`src/hdl/motor_regs_cfg.svh`:
```
`ifndef MOTOR_REGS_CFG_SVH
`define MOTOR_REGS_CFG_SVH

// Register addresses
`define ADDR_SHOCK_REG 7'h05
`define ADDR_CLOCK_WIN 7'h06
`define ADDR_PHASE_CTL 7'h07
`define ADDR_AMPLITUDE 7'h08
`define ADDR_DAC_HIGH 7'h09
`define ADDR_DAC_LOW 7'h0a
`define ADDR_RESULT 7'h0b
`define ADDR_CONV_CTL 7'h0c
`define ADDR_SPARE_0D 7'h0d
`define ADDR_SPARE_0E 7'h0e
`define ADDR_TEST 7'h0f

// Field positions
`define BIT_SHOCK_EN 0
`define BIT_NEG_REG 1
`define BIT_OVERTEMP 2
`define MASK_LSB 3
`define MASK_MSB 6
`define BIT_CLK_POL 7
`define BIT_PRESCALE 0
`define CONV_CLK_LSB 1
`define CONV_CLK_MSB 2
`define WIN_LSB 3
`define WIN_MSB 7
`define TPS_MSB 4
`define BIT_SUPPLY_COMP 5
`define BIT_ADVANCE 6
`define BIT_LOAD 7
`define BIT_GAIN 7
`define DAC_HIGH_MSB 6
`define BIT_CONV_TRIG 0
`define CONV_CH_LSB 1
`define CONV_CH_MSB 2
`define BIT_SCALING 3
`define CONV_CTL_WRITABLE 8'h0f

// Reset values
`define RESET_BYTE 8'h00

// Clock divider terminal counts
`define DIV2_LAST 3'h1
`define DIV4_LAST 3'h3
`define DIV8_LAST 3'h7

// Serial frame: read flag, 7 address bits, 8 data bits
`define HEADER_BITS 5'h08
`define FRAME_BITS 5'h10
`define COUNT_STEP 5'h01

`endif

```
`src/hdl/motor_regs_pkg.sv`:
```
package motor_regs_pkg;
	typedef logic [7:0] reg_byte_type;
	typedef logic [6:0] reg_addr_type;
	typedef enum logic [1:0] {CH_CURRENT, CH_VOLTAGE, CH_BACK_EMF, CH_AUX} conv_channel_type;
	typedef enum logic [1:0] {CONV_SLEEP, CONV_DIV4, CONV_DIV2, CONV_FULL} conv_clock_type;
	typedef enum {CONV_IDLE, CONV_BUSY} conv_state_type;
endpackage : motor_regs_pkg

```
`src/hdl/motor_regs.sv`:
```
`timescale 1ns/1ns
`include "motor_regs_cfg.svh"

module motor_regs #(
	parameter int SAMPLE_COUNT = 48
) (
	input wire logic clock_in,
	input wire logic reset_in,
	input wire logic serial_clock_in,
	input wire logic serial_enable_in,
	input wire logic serial_data_in,
	output logic serial_data_out,
	output logic serial_data_oe_n_out,
	input wire logic shock_sense_in,
	output logic shock_out,
	output logic negative_regulator_enable_out,
	output logic overtemp_shutdown_enable_out,
	output logic [3:0] zero_crossing_mask_out,
	output logic [4:0] zero_crossing_window_out,
	output logic spindle_clock_en_out,
	output logic supply_monitor_clock_en_out,
	output logic converter_clock_en_out,
	output logic [4:0] torque_phase_shift_out,
	output logic supply_compensation_enable_out,
	output logic [5:0] sample_position_out,
	output motor_regs_pkg::reg_byte_type amplitude_factor_out,
	output logic [14:0] voice_coil_dac_out,
	output logic sense_gain_select_out,
	output logic conversion_start_out,
	output motor_regs_pkg::conv_channel_type conversion_channel_select_out,
	output logic input_scaling_select_out,
	input wire logic conversion_done_in,
	input wire logic [9:0] conversion_data_in,
	output motor_regs_pkg::reg_byte_type factory_test_out
);
	import motor_regs_pkg::*;

	reg_byte_type shock_regulator_control;
	reg_byte_type clock_window_control;
	reg_byte_type phase_sample_control;
	reg_byte_type drive_amplitude;
	reg_byte_type coil_dac_high_gain;
	reg_byte_type coil_dac_low;
	reg_byte_type conversion_result_high;
	reg_byte_type conversion_control;
	reg_byte_type factory_test;
	reg_byte_type read_data;
	reg_byte_type write_data;
	reg_addr_type address;
	logic write_strobe;
	logic shock_latch;
	logic [2:0] div_count;
	logic next_spindle_en;
	logic next_monitor_en;
	logic next_converter_en;
	logic advance_rise;
	logic load_rise;
	logic trigger_rise;
	conv_state_type conv_state;
	conv_channel_type pending_channel;
	conv_channel_type result_channel_tag;

	function automatic logic divider_tick(input logic [2:0] count, input logic [2:0] last);
		divider_tick = (count & last) == last;
	endfunction : divider_tick

	function automatic logic [5:0] position_step(input logic [5:0] pos);
		if (pos >= 6'(SAMPLE_COUNT - 1)) begin
			position_step = 6'h00;
		end else begin
			position_step = pos + 6'h01;
		end
	endfunction : position_step

	function automatic logic write_hits(input logic strobe, input reg_addr_type addr,
		input reg_addr_type target);
		write_hits = strobe && addr == target;
	endfunction : write_hits

	serial_frame_port port (
		.clock_in(clock_in),
		.reset_in(reset_in),
		.serial_clock_in(serial_clock_in),
		.serial_enable_in(serial_enable_in),
		.serial_data_in(serial_data_in),
		.invert_clock_in(shock_regulator_control[`BIT_CLK_POL]),
		.serial_data_out(serial_data_out),
		.serial_data_oe_n_out(serial_data_oe_n_out),
		.write_strobe_out(write_strobe),
		.address_out(address),
		.write_data_out(write_data),
		.read_data_in(read_data)
	);

	// Register writes; 0Bh, 0Dh, 0Eh and unknown addresses are ignored
	always_ff @(posedge clock_in) begin
		if (reset_in) begin
			shock_regulator_control <= `RESET_BYTE;
			clock_window_control <= `RESET_BYTE;
			phase_sample_control <= `RESET_BYTE;
			drive_amplitude <= `RESET_BYTE;
			coil_dac_high_gain <= `RESET_BYTE;
			coil_dac_low <= `RESET_BYTE;
			conversion_control <= `RESET_BYTE;
			factory_test <= `RESET_BYTE;
		end else if (write_strobe) begin
			case (address)
				`ADDR_SHOCK_REG: shock_regulator_control <= write_data;
				`ADDR_CLOCK_WIN: clock_window_control <= write_data;
				`ADDR_PHASE_CTL: phase_sample_control <= write_data;
				`ADDR_AMPLITUDE: drive_amplitude <= write_data;
				`ADDR_DAC_HIGH: coil_dac_high_gain <= write_data;
				`ADDR_DAC_LOW: coil_dac_low <= write_data;
				`ADDR_CONV_CTL: conversion_control <= write_data & `CONV_CTL_WRITABLE;
				`ADDR_TEST: factory_test <= write_data;
				default: ;
			endcase
		end
	end

	always_comb begin
		case (address)
			`ADDR_SHOCK_REG: read_data = shock_regulator_control;
			`ADDR_CLOCK_WIN: read_data = clock_window_control;
			`ADDR_PHASE_CTL: read_data = phase_sample_control;
			`ADDR_AMPLITUDE: read_data = drive_amplitude;
			`ADDR_DAC_HIGH: read_data = coil_dac_high_gain;
			`ADDR_DAC_LOW: read_data = coil_dac_low;
			`ADDR_RESULT: read_data = conversion_result_high;
			`ADDR_CONV_CTL: read_data = {2'b00, result_channel_tag, conversion_control[3:0]};
			`ADDR_TEST: read_data = factory_test;
			default: read_data = `RESET_BYTE;
		endcase
	end

	// Edge commands compare the new byte against the stored one
	assign advance_rise = write_hits(write_strobe, address, `ADDR_PHASE_CTL)
		&& write_data[`BIT_ADVANCE] && !phase_sample_control[`BIT_ADVANCE];
	assign load_rise = write_hits(write_strobe, address, `ADDR_PHASE_CTL)
		&& write_data[`BIT_LOAD] && !phase_sample_control[`BIT_LOAD];
	assign trigger_rise = write_hits(write_strobe, address, `ADDR_CONV_CTL)
		&& write_data[`BIT_CONV_TRIG] && !conversion_control[`BIT_CONV_TRIG];

	// Writing the enable low drops the latch, so 1, 0, 1 re-arms it
	always_ff @(posedge clock_in) begin
		if (reset_in) begin
			shock_latch <= 1'b0;
			shock_out <= 1'b0;
		end else begin
			if (!shock_regulator_control[`BIT_SHOCK_EN]) begin
				shock_latch <= 1'b0;
			end else if (shock_sense_in) begin
				shock_latch <= 1'b1;
			end
			shock_out <= shock_regulator_control[`BIT_SHOCK_EN]
				? (shock_latch | shock_sense_in) : shock_sense_in;
		end
	end

	always_ff @(posedge clock_in) begin
		if (reset_in) begin
			negative_regulator_enable_out <= 1'b0;
			overtemp_shutdown_enable_out <= 1'b0;
			zero_crossing_mask_out <= 4'h0;
			zero_crossing_window_out <= 5'h00;
			torque_phase_shift_out <= 5'h00;
			supply_compensation_enable_out <= 1'b0;
			amplitude_factor_out <= `RESET_BYTE;
			voice_coil_dac_out <= 15'h0000;
			sense_gain_select_out <= 1'b0;
			conversion_channel_select_out <= CH_CURRENT;
			input_scaling_select_out <= 1'b0;
			factory_test_out <= `RESET_BYTE;
		end else begin
			negative_regulator_enable_out <= shock_regulator_control[`BIT_NEG_REG];
			overtemp_shutdown_enable_out <= shock_regulator_control[`BIT_OVERTEMP];
			zero_crossing_mask_out <= shock_regulator_control[`MASK_MSB:`MASK_LSB];
			zero_crossing_window_out <= clock_window_control[`WIN_MSB:`WIN_LSB];
			torque_phase_shift_out <= phase_sample_control[`TPS_MSB:0];
			supply_compensation_enable_out <= phase_sample_control[`BIT_SUPPLY_COMP];
			amplitude_factor_out <= drive_amplitude;
			voice_coil_dac_out <= {coil_dac_high_gain[`DAC_HIGH_MSB:0], coil_dac_low};
			sense_gain_select_out <= coil_dac_high_gain[`BIT_GAIN];
			conversion_channel_select_out <= conv_channel_type'(
				conversion_control[`CONV_CH_MSB:`CONV_CH_LSB]);
			input_scaling_select_out <= conversion_control[`BIT_SCALING];
			factory_test_out <= factory_test;
		end
	end

	// Free-running divider; every slower rate is a one-cycle enable
	always_ff @(posedge clock_in) begin
		if (reset_in) begin
			div_count <= 3'h0;
		end else begin
			div_count <= div_count + 3'h1;
		end
	end

	always_comb begin
		next_spindle_en = clock_window_control[`BIT_PRESCALE]
			|| divider_tick(div_count, `DIV2_LAST);
		next_monitor_en = clock_window_control[`BIT_PRESCALE]
			? divider_tick(div_count, `DIV4_LAST) : divider_tick(div_count, `DIV8_LAST);
		unique case (conv_clock_type'(clock_window_control[`CONV_CLK_MSB:`CONV_CLK_LSB]))
			CONV_SLEEP: next_converter_en = 1'b0;
			CONV_DIV4: next_converter_en = divider_tick(div_count, `DIV4_LAST);
			CONV_DIV2: next_converter_en = divider_tick(div_count, `DIV2_LAST);
			CONV_FULL: next_converter_en = 1'b1;
		endcase
	end

	always_ff @(posedge clock_in) begin
		if (reset_in) begin
			spindle_clock_en_out <= 1'b0;
			supply_monitor_clock_en_out <= 1'b0;
			converter_clock_en_out <= 1'b0;
		end else begin
			spindle_clock_en_out <= next_spindle_en;
			supply_monitor_clock_en_out <= next_monitor_en;
			converter_clock_en_out <= next_converter_en;
		end
	end

	// Load wins when both edges arrive in the same write
	always_ff @(posedge clock_in) begin
		if (reset_in) begin
			sample_position_out <= 6'h00;
		end else if (load_rise) begin
			sample_position_out <= {1'b0, write_data[`TPS_MSB:0]};
		end else if (advance_rise) begin
			sample_position_out <= position_step(sample_position_out);
		end
	end

	// A new trigger restarts even while busy; the result keeps the newest channel
	always_ff @(posedge clock_in) begin
		if (reset_in) begin
			conv_state <= CONV_IDLE;
			pending_channel <= CH_CURRENT;
			conversion_start_out <= 1'b0;
		end else begin
			conversion_start_out <= trigger_rise;
			if (trigger_rise) begin
				conv_state <= CONV_BUSY;
				pending_channel <= conv_channel_type'(write_data[`CONV_CH_MSB:`CONV_CH_LSB]);
			end else begin
				unique case (conv_state)
					CONV_IDLE: conv_state <= CONV_IDLE;
					CONV_BUSY: if (conversion_done_in) begin
						conv_state <= CONV_IDLE;
					end
				endcase
			end
		end
	end

	always_ff @(posedge clock_in) begin
		if (reset_in) begin
			conversion_result_high <= `RESET_BYTE;
			result_channel_tag <= CH_CURRENT;
		end else if (conv_state == CONV_BUSY && conversion_done_in && !trigger_rise) begin
			conversion_result_high <= conversion_data_in[9:2];
			result_channel_tag <= pending_channel;
		end
	end
endmodule : motor_regs

```
`src/hdl/serial_frame_port.sv`:
```
`timescale 1ns/1ns
`include "motor_regs_cfg.svh"

module serial_frame_port (
	input wire logic clock_in,
	input wire logic reset_in,
	input wire logic serial_clock_in,
	input wire logic serial_enable_in,
	input wire logic serial_data_in,
	input wire logic invert_clock_in,
	output logic serial_data_out,
	output logic serial_data_oe_n_out,
	output logic write_strobe_out,
	output motor_regs_pkg::reg_addr_type address_out,
	output motor_regs_pkg::reg_byte_type write_data_out,
	input motor_regs_pkg::reg_byte_type read_data_in
);
	import motor_regs_pkg::*;

	logic clock_prev;
	logic active_edge;
	logic [4:0] bit_count;
	logic [6:0] shift_in;
	reg_byte_type shift_out;
	logic is_read;
	logic read_loaded;

	// Polarity picks which serial clock edge samples the data line
	assign active_edge = invert_clock_in ? (clock_prev & ~serial_clock_in)
		: (~clock_prev & serial_clock_in);

	always_ff @(posedge clock_in) begin
		if (reset_in) begin
			clock_prev <= 1'b0;
		end else begin
			clock_prev <= serial_clock_in;
		end
	end

	// Frame resets whenever enable drops, so a broken frame never writes
	always_ff @(posedge clock_in) begin
		if (reset_in || !serial_enable_in) begin
			bit_count <= 5'h00;
			shift_in <= 7'h00;
		end else if (active_edge && bit_count != `FRAME_BITS) begin
			shift_in <= {shift_in[5:0], serial_data_in};
			bit_count <= bit_count + `COUNT_STEP;
		end
	end

	always_ff @(posedge clock_in) begin
		if (reset_in) begin
			address_out <= 7'h00;
			is_read <= 1'b0;
		end else if (serial_enable_in && active_edge && bit_count == `HEADER_BITS - `COUNT_STEP) begin
			address_out <= {shift_in[5:0], serial_data_in};
			is_read <= shift_in[6];
		end
	end

	always_ff @(posedge clock_in) begin
		if (reset_in) begin
			write_strobe_out <= 1'b0;
			write_data_out <= `RESET_BYTE;
		end else begin
			write_strobe_out <= serial_enable_in && active_edge && !is_read
				&& bit_count == `FRAME_BITS - `COUNT_STEP;
			if (serial_enable_in && active_edge && bit_count == `FRAME_BITS - `COUNT_STEP) begin
				write_data_out <= {shift_in, serial_data_in};
			end
		end
	end

	// Read data loads one cycle after the header, then shifts per edge
	always_ff @(posedge clock_in) begin
		if (reset_in || !serial_enable_in) begin
			shift_out <= `RESET_BYTE;
			read_loaded <= 1'b0;
		end else if (is_read && bit_count == `HEADER_BITS && !read_loaded) begin
			shift_out <= read_data_in;
			read_loaded <= 1'b1;
		end else if (read_loaded && active_edge) begin
			shift_out <= {shift_out[6:0], 1'b0};
		end
	end

	always_ff @(posedge clock_in) begin
		if (reset_in) begin
			serial_data_out <= 1'b0;
			serial_data_oe_n_out <= 1'b1;
		end else begin
			serial_data_out <= shift_out[7];
			serial_data_oe_n_out <= !(serial_enable_in && read_loaded);
		end
	end
endmodule : serial_frame_port
```
`config.mk`:
```
export PLATFORM = sky130hd
export DESIGN_NAME = motor_regs
export DESIGN_NICKNAME = d
export VERILOG_FILES = /design/src/hdl/motor_regs_pkg.sv /design/src/hdl/motor_regs.sv /design/src/hdl/serial_frame_port.sv
export VERILOG_INCLUDE_DIRS = /design/src /design/src/hdl
export SDC_FILE = /design/constraint.sdc
export NUM_CORES = 1
export LEC_CHECK = 0
export BUFFER_PORTS_ARGS = -buffer_cell sky130_fd_sc_hd__buf_2
export CORE_UTILIZATION = 58
export CTS_CLUSTER_SIZE = 28
export DETAILED_ROUTE_END_ITERATION = 8
export PLACE_DENSITY_LB_ADDON = 0.25
export SKIP_CTS_REPAIR_TIMING = 1
export SLEW_MARGIN = 40
export SYNTH_ARGS = -nofsm -noshare
export SYNTH_HDL_FRONTEND = slang
export SYNTH_SLANG_ARGS = --single-unit
```
`constraint.sdc`:
```
create_clock -name clock_in -period 2.65 [get_ports clock_in]
set_input_delay 0.53 -clock clock_in [delete_from_list [all_inputs] [get_ports clock_in]]
set_output_delay 0.53 -clock clock_in [all_outputs]
set_load 0.01 [all_outputs]
```
# == Word-level counts from Yosys, hierarchy flattened ==
# Index checks and enable logic that the tools add are counted.
# totals
regBits,212
latch_bits,0
ramBits,0
romBits,0
in_bits,17
output_inout_bits,65
elab_cells,135
n_memories,0
# op_classes
add_sub_neg,3
n_mul,0
div,0
order_cmp,1
eq_ne,22
shifts,0
n_mux,13
bitwise_logic,6
reduce_logical,45
# ops
op,n
$pmux W8 S9,1
$pmux W32 S2,1
$eq A7 B4 Y1 const B,6
$eq A32 B1 Y1 const B,1
$eq A32 B2 Y1 const B,1
$logic_not A32 Y1,1
$mux W32,1
$eq A7 B3 Y1 const B,3
$logic_and A1 B1 Y1,20
$mux W8,2
$reduce_and A2 Y1,8
$eq A5 B4 Y1 const B,2
$mux W5,2
$logic_not A1 Y1,8
$add A6 B1 Y6 const B,1
$eq A2 B2 Y1 const B,3
$ge A6 B6 Y1 const B,1
$mux W6,1
$reduce_or A2 Y1,3
$add A5 B1 Y5 const B,1
$eq A5 B3 Y1 const B,1
$ne A5 B5 Y1 const B,1
$mux W1,4
$pmux W1 S4,1
other kinds (11),16

# == Logic depth before layout (Yosys ltp) ==
# Gate-level depths: netlist of the first run.
# depth
ltp_word,6
depth_mapped,8
depth_no_buf,7

# == Hierarchy ==
# Synthesis of the first run repeated with hierarchy kept, for this count alone.
# unflattened
cells_unflattened,724
hier_area_um2,7200.7
# modules_own_cells
module,instances,cells_per_inst,area_each_um2,seq_area_each_um2
motor_regs,1,565,5555.3,2802.7
serial_frame_port,1,159,1645.3,820.8

# == Worst setup path before layout of the first run ==
# Ideal clock, no wire load.
# synth_timing
path_type,reg2reg
startpoint,register port.address_out[4]
endpoint,register sample_position_out[4]
setup_time_ns,0.091
arrival_time_ns,2.162
required_time_ns,2.559
path_slack_ns,0.397
stages_incl_launch_ff,7
n_path_buf,2
synth_period_minus_slack_ns,2.253
path_cell_list,dfxtp_1 > or3_1 > buf_2 > or4b_4 > buf_6 > or4b_1 > a311oi_1
# synth_via
elab_chain_len,5
word_cells_on_any_way,8
cone_classes,eq/ne (1); mux (1); reduce/logical (6)
# synth_rtl
item,line,source
start: declaration,serial_frame_port.sv:14,"output motor_regs_pkg::reg_addr_type address_out,"
start signal: assignment,serial_frame_port.sv:56,"address_out <= {shift_in[5:0], serial_data_in};"
$eq A7 B3 Y1 (*),motor_regs.sv:77,write_hits = strobe && addr == target;
$logic_and A1 B1 Y1 (*),motor_regs.sv:77,
$logic_and A1 B1 Y1 (on tied branches) (2 in series),"motor_regs.sv:139, motor_regs.sv:137",
$mux W5 or $reduce_bool A2 Y1 (tied branches),n/a,
end signal: assignment,motor_regs.sv:230,"sample_position_out <= {1'b0, write_data[`TPS_MSB:0]};"
end signal: assignment,motor_regs.sv:232,sample_position_out <= position_step(sample_position_out);
end: declaration,motor_regs.sv:25,"output logic [5:0] sample_position_out,"
# Mark *: on every way between the ends. The rest lies on a longest branch, timed or not.
# A chain may end at the register's enable or synchronous reset.

# == Worst setup path after layout of the first run ==
# layout_timing
startpoint,register port.address_out[4]
endpoint,register conversion_result_high[3]
# layout_via
elab_chain_len,6
# layout_rtl
item,line,source
$eq A7 B4 Y1,motor_regs.sv:77,
$logic_and A1 B1 Y1,motor_regs.sv:77,
$logic_and A1 B1 Y1 (2 in series),motor_regs.sv:141,"assign trigger_rise = write_hits(write_strobe, address, `ADDR_CONV_CTL)"
$logic_not A1 Y1,motor_regs.sv:262,end else if (conv_state == CONV_BUSY && conversion_done_in && !trigger_rise) begin
$logic_and A1 B1 Y1,motor_regs.sv:262,
end signal: assignment,motor_regs.sv:260,conversion_result_high <= `RESET_BYTE;
end signal: assignment,motor_regs.sv:263,conversion_result_high <= conversion_data_in[9:2];
end: declaration,motor_regs.sv:44,reg_byte_type conversion_result_high;
# No other way between the ends.

==> results of run 1 <==
==> cell usage in the layout, fill, tap and decap left out, drive strengths merged, types with 7 or more instances in the layout <==
cell type,instances
a21oi,15
buf,105
clkbuf,21
dfxtp,181
mux2,9
mux2i,99
nand2,28
nand3,15
nand3b,8
nor2,124
nor2b,60
nor3b,7
o21ai,13
==> critical path, stage by stage (launching register included) <==
cell and delay, ps:
dfxtp_1 320, or3_1 520, or4_1 630, and3_1 470, mux2i_1 250, nor2_1 60
==> kinds of logic after synthesis <==
group	share of synthesized area
AND/OR/NAND/NOR	0.194
adder cells (fa/ha/maj)	0.0107
buffers and inverters	0.0335
AO/OA/AOI/OAI	0.0705
XOR/XNOR	0.00498
flip-flops	0.515
multiplexers	0.171
==> state kept, by name, summed over array words and instances, names as in the netlist, 5 cells and up <==
name / flops
voice_coil_dac_out: 15
amplitude_factor_out: 8
clock_window_control: 8
coil_dac_high_gain: 8
coil_dac_low: 8
conversion_result_high: 8
drive_amplitude: 8
factory_test: 8
factory_test_out: 8
phase_sample_control: 8
port.shift_out: 8
port.write_data_out: 8
shock_regulator_control: 8
port.address_out: 7
port.shift_in: 7
sample_position_out: 6
port.bit_count: 5
torque_phase_shift_out: 5
zero_crossing_window_out: 5
==> stage by stage <==
step | instance area, um^2 | worst slack, ps | utilization | instances
finish | 8200 | 246 | 0.706 | 932
global route | 8200 | 111 | 0.706 | 932
CTS | 8200 | 239 | 0.706 | 932
detailed placement | 7600 | 284 | 0.655 | 900
global placement | 7600 | 324 | 0.654 | 900
floorplan | 7030 | 397 | - | 706
==> Yosys cell counts, types with 4 or more instances <==
cell,instances
nor2b_1,60
buf_1,4
clkbuf_1,44
a22o_1,4
inv_1,5
o21ai_0,13
mux2_2,9
buf_2,5
and3_1,5
mux2i_1,99
nand3_1,15
ha_1,6
nand2_1,28
nor3_1,6
mux4_2,5
a21oi_1,15
nor3b_1,6
dfxtp_1,181
nand3b_1,8
nor2_1,124
a22oi_1,6
==> cell type report <==
| type | count | area, um^2 |
|---|---|---|
| Multi-Input combinational cell | 466 | 3170 |
| Sequential cell | 181 | 3620 |
| Inverter | 5 | 18.8 |
| Timing Repair Buffer | 105 | 609 |
| Fill cell | 884 | 3410 |
| Clock buffer | 21 | 470 |
| Clock inverter | 11 | 126 |
| Tap cell | 143 | 179 |
==> routing by layer <==
layer / track usage / vias to the layer above / part of all wire
met5: 0 / - / 0
met2: 0.441 / 178 / 0.46
li1: - / 2560 / -
met3: 0.0648 / 32 / 0.054
met1: 0.353 / 2506 / 0.46
met4: 0.101 / 0 / 0.023
==> report_power, final <==
part / switching [W] / total [W] / leakage (nW) / internal (W)
registers: 0.00000516 / 0.00273 / 1.46 / 0.00273
clock network: 0.00104 / 0.00250 / 0.281 / 0.00146
logic: 0.0000634 / 0.0000926 / 1.85 / 0.0000292
==> path summary, 6_finish.rpt <==
path / to / cells past startpoint / slack [ps]
worst max register to register: conversion_result_high[3]$_SDFFE_PP0P_ / 5 / 250
worst min register to register: div_count[0]$_SDFF_PP0_ / 1 / 460
worst max-delay path: conversion_result_high[3]$_SDFFE_PP0P_ / 5 / 250
worst min-delay path: shock_out$_SDFF_PP0_ / 3 / 340
==> run summary, run 1 <==
status -> complete, but fails checks
violated checks -> DRC
number of enable flip-flop cells after synthesis -> 0
Final TNS setup -> 0 ps
vias -> 5,276
Cell Area, Synth -> 7030 um^2
Leakage Power -> 3.59 nW
total power -> 0.00533 W
area leader, netlist -> dfxtp_1
ys flop type -> dfxtp_1
clk buf depth -> 2
#FFs+latches synth -> 181
global route overflow -> 0
Iter 0 DRT Violations -> 409
largest cells by area after synthesis -> dfxtp_1 52%, mux2i_1 14%, nor2_1 6.6%
minimum clock period -> 2400 ps
Yosys warning count -> 0
max frequency -> 0.416 GHz
Slew @ Worst Pin -> 745 ps
Post-Syn Nets -> 729
H-tree levels -> 4
Final setup violation count -> 0
die area -> 12,600 um^2
Critical Path RT -> 2930 ps
routability cong. -> 0.844
ratio of cells with drive above 1 in the final layout -> 0.203
startpoint types -> flip-flop
DR WL/cell -> 17.8 um
Crit. End Element -> flip-flop
Post-Synthesis Cells -> 706
routed vias/inst -> 5.66
crit path max fanout -> 10
Die Span Y -> 112 um
final WL -> 16.6 mm
async set or reset register ratio after synthesis -> 0
Setup crit start -> port.address_out[4]$_SDFFE_PP0P_
worst min-delay path category -> primary input to flip-flop
Pwr Density -> 650 nW/um^2
Final Max Slew Viols -> 0
CTS Root Cell -> clkbuf_16
Yosys cell types -> 56
# clock sinks -> 181
final hold vios -> 0
clk_skew -> 8.39 ps
fin nets -> 799
clk slew on worst S/H paths -> 60 ps
top-area cell type share of the netlist area -> 0.515
Critical R2R Launch -> port.address_out[4]$_SDFFE_PP0P_
max_cap viols -> 0
post-route antenna net violation count -> 0
hold path start -> shock_sense_in
worst relative slew slack -> 0.503
row count -> 39
initial core utilization -> 0.605
Worst Hold Slack -> 335 ps
diode count -> 0
first-pass GRT wire length -> 26.1 mm
IO Pins -> 82
Worst EP arrival -> 2680 ps
number of global-route vias before repair -> 4,974
Syn Area/Cell -> 9.96 um^2
worst skew pair latency -> 430 ps
VDD IR-drop max -> 0.442 mV
I/O Buffers -> 79
sequential fraction of the synthesis area -> 0.515
HPWL after detailed placement -> 11.3 mm
1st-pass router iterations -> 7
GRT Util Overall -> 0.272
area grow syn2layout -> 16.6%
RSZ-0062 raised after global routing -> no
kind of critical path -> flip-flop to flip-flop
DRC -> 10
largest net degree at the start of global routing -> 106
Die X -> 112 um
number of buffers created by CTS -> 17
Final Cycle Share -> 0.907
core box area -> 11,600 um^2
CTS tree -> yes
initial antenna violation count -> 0
(Power assumes the default switching activity.)
==> run 2, diff against run 1 <==
--- a/config.mk
+++ b/config.mk
@@ -7,7 +7,9 @@
 export NUM_CORES = 1
 export LEC_CHECK = 0
 export BUFFER_PORTS_ARGS = -buffer_cell sky130_fd_sc_hd__buf_2
-export CORE_UTILIZATION = 58
+export CELL_PAD_IN_SITES_DETAIL_PLACEMENT = 1
+export CELL_PAD_IN_SITES_GLOBAL_PLACEMENT = 1
+export CORE_UTILIZATION = 45
 export CTS_CLUSTER_SIZE = 28
 export DETAILED_ROUTE_END_ITERATION = 8
 export PLACE_DENSITY_LB_ADDON = 0.25
@@ -15,4 +17,5 @@
 export SLEW_MARGIN = 40
 export SYNTH_ARGS = -nofsm -noshare
 export SYNTH_HDL_FRONTEND = slang
+export SYNTH_HIERARCHICAL = 1
 export SYNTH_SLANG_ARGS = --single-unit
==> run 2 against run 1 <==
The flow now finishes without violations. Synthesized area grew 2.4%. Via count grew 8.6%. First-iteration DRC count decreased by 35%. Critical path depth fell by 1. Die area is 31% higher. Fmax is 8.5% higher. Critical path type unchanged.
==> run summary, run 2 <==
status -> complete, no violations
die area -> 16,500 um^2 (+31%)
GRT Util Overall -> 0.267 (-0.00499)
Yosys cell types -> 60 (+7.1%)
kind of critical path -> flip-flop to flip-flop
area leader, netlist -> dfxtp_1
max frequency -> 0.451 GHz (+8.5%)
top-area cell type share of the netlist area -> 0.503 (-0.0121)
Iter 0 DRT Violations -> 267 (-35%)
number of buffers created by CTS -> 17 (unchanged)
Top reg by flops -> voice_coil_dac_out
Post-Place Cell Area -> 7910 um^2 (+4.0%)
worst min-delay path category -> primary input to flip-flop
design area -> 8510 um^2 (+3.7%)
row count -> 45 (+15%)
clk buf depth -> 2 (unchanged)
ratio of cells with drive above 1 in the final layout -> 0.205 (+0.00187)
#FFs+latches synth -> 181 (unchanged)
CTS tree -> yes
Die X -> 128 um (+15%)
hold path start -> shock_sense_in
core box area -> 15,400 um^2 (+33%)
reg2reg setup slack -> 430 ps (+190 ps)
async set or reset register ratio after synthesis -> 0 (unchanged)
largest net degree at the start of global routing -> 37 (-65%)
first-pass GRT wire length -> 33.2 mm (+27%)
final WL -> 20.9 mm (+26%)
global route overflow -> 0 (unchanged)
Cell Area, Synth -> 7200 um^2 (+2.4%)
most frequent cells in the layout -> 181 x dfxtp_1, 111 x nor2_1, 94 x mux2i_1
routed vias/inst -> 5.58 (-1.4%)
Commonest cells post-synth -> 181 x dfxtp_1, 111 x nor2_1, 94 x mux2i_1
most common cell after layout, fill and taps aside -> dfxtp_1
Die Span Y -> 128 um (+15%)
HPWL after detailed placement -> 14.5 mm (+28%)
worst relative slew slack -> 0.550 (+0.0470)
routability cong. -> 0.886 (+4.9%)
IO Pins -> 82 (unchanged)
Syn Area/Cell -> 9.95 um^2 (-0.14%)
Hold EP -> shock_out$_SDFF_PP0_
startpoint types -> flip-flop
Final setup violation count -> 0 (unchanged)
VDD IR-drop max -> 0.459 mV (+3.7%)
max_cap viols -> 0 (unchanged)
fin nets -> 826 (+3.4%)
vias -> 5,732 (+8.6%)
Crit. End Element -> flip-flop
Critical Path RT -> 2990 ps (+60 ps)
final hold vios -> 0 (unchanged)
Final TNS setup -> 0 ps (unchanged)
most frequent cell after synthesis -> dfxtp_1
Final Max Slew Viols -> 0 (unchanged)
number of global-route vias before repair -> 5,918 (+19%)
sequential fraction of the synthesis area -> 0.503 (-0.0121)
RSZ-0062 raised after global routing -> no
DRC -> 0 (-10)
Fillers -> 1,758 (+99%)
crit path max fanout -> 6 (-4)
depth of the worst hold-timing path -> 3 (unchanged)
1st-pass router iterations -> 5 (-2)
I/O Buffers -> 79 (unchanged)
H-tree levels -> 4 (unchanged)
DR WL/cell -> 20.4 um (+15%)
Critical R2R Launch -> port/address_out[6]$_SDFFE_PP0P_
Largest register FFs -> 15 (unchanged)
Post-Synthesis Cells -> 724 (+2.5%)
Pwr Density -> 630 nW/um^2 (-3.1%)
Worst EP arrival -> 2560 ps (-120 ps)
Slew @ Worst Pin -> 674 ps (-71.4 ps)
Yosys warning count -> 6 (+6)
minimum clock period -> 2220 ps (-188 ps)
clk_skew -> 7.92 ps (-0.465 ps)
Post-Syn Nets -> 747 (+2.5%)
diode count -> 0 (unchanged)
area grow syn2layout -> 18.1%
post-route antenna net violation count -> 0 (unchanged)
Critical R2R Capture -> sample_position_out[2]$_SDFFE_PP0P_
ys flop type -> dfxtp_1
total power -> 0.00536 W (+0.55%)
initial core utilization -> 0.467 (-0.139)
Final Cycle Share -> 0.836 (-0.0708)
largest cells by area after synthesis -> dfxtp_1 50%, mux2i_1 13%, nor2_1 5.8%
number of enable flip-flop cells after synthesis -> 0 (unchanged)
Leakage Power -> 3.51 nW (-2.2%)
CTS Root Cell -> clkbuf_16
clk slew on worst S/H paths -> 70 ps (about the same)
initial antenna violation count -> 0 (unchanged)
# clock sinks -> 181 (unchanged)
R2R cell count -> 4 (-1)
worst skew pair latency -> 440 ps (about the same)
## run 2: changes by cell type after synthesis, sizes merged, moves of 6 or more
cell and change:
clkbuf -8, inv +9, nor2 -13, nand4 +7, a211oi +8, a21oi +16
nand3b -6
## run 2: cell type report
type / count / area (um^2) / area share
sequential: 181 / 3620 / 0.426
multi-input combinational: 480 / 3320 / 0.391
timing repair buffer: 109 / 648 / 0.0762
clock buffer: 21 / 470 / 0.0553
tap: 211 / 264 / 0.0310
clock inverter: 11 / 124 / 0.0146
inverter: 14 / 52.6 / 0.00618
## run 2: worst max-delay path: stages, from the launching register on
cell,delay (ps)
dfxtp_1,360
or4b_1,740
nor4_1,570
nand4bb_1,180
a311oi_2,280
## run 2: through the flow
step | instances | hold slack, ps | worst slack (ps) | utilization
global route | 1027 | 355 | 357 | 0.551
global placement | 995 | 442 | 436 | 0.513
detailed placement | 995 | 442 | 386 | 0.513
floorplan | 724 | 411 | 659 | -
CTS | 1027 | 316 | 443 | 0.551
finish | 1027 | 318 | 434 | 0.551
## run 2: metal layers
metal	GRT usage	vias to the layer above	share of wire
li1	-	2677	-
met1	0.326	2892	0.44
met2	0.473	131	0.51
met3	0.0391	32	0.031
met4	0.102	0	0.018
met5	0	-	0
## run 2: worst max-delay path by stage
stage,startpoint,to,slack (ps),depth (start not counted)
2_1_floorplan,port/address_out[1]$_SDFFE_PP0P_,port/shift_out[1]$_SDFFE_PP0P_,660,8
3_3_place_gp,serial_clock_in,port/address_out[0]$_SDFFE_PP0P_,440,5
3_5_place_dp,serial_clock_in,port/address_out[1]$_SDFFE_PP0P_,390,5
4_1_cts,port/address_out[6]$_SDFFE_PP0P_,sample_position_out[2]$_SDFFE_PP0P_,440,4
5_1_grt,port/address_out[6]$_SDFFE_PP0P_,sample_position_out[5]$_SDFFE_PP0P_,360,4
6_report,port/address_out[6]$_SDFFE_PP0P_,sample_position_out[2]$_SDFFE_PP0P_,430,4
## run 2: kinds of logic (layout without fill, tap and decap cells)
group,after synthesis,in the layout,synth area share
AND/OR/NAND/NOR,274,274,0.195
flip-flops,181,181,0.503
multiplexers,105,105,0.154
AO/OA/AOI/OAI,93,93,0.0987
buffers and inverters,63,155,0.0363
adder cells (fa/ha/maj),6,6,0.0104
XOR/XNOR,2,2,0.00243
## run 2: where the power goes
group          leakage [nW]  switching [W]  internal (W)  total (W)
registers              1.46     0.00000567       0.00273    0.00273
logic                  1.77      0.0000703     0.0000325   0.000103
clock network         0.286        0.00106       0.00147    0.00252
total                  3.51        0.00113       0.00423    0.00536
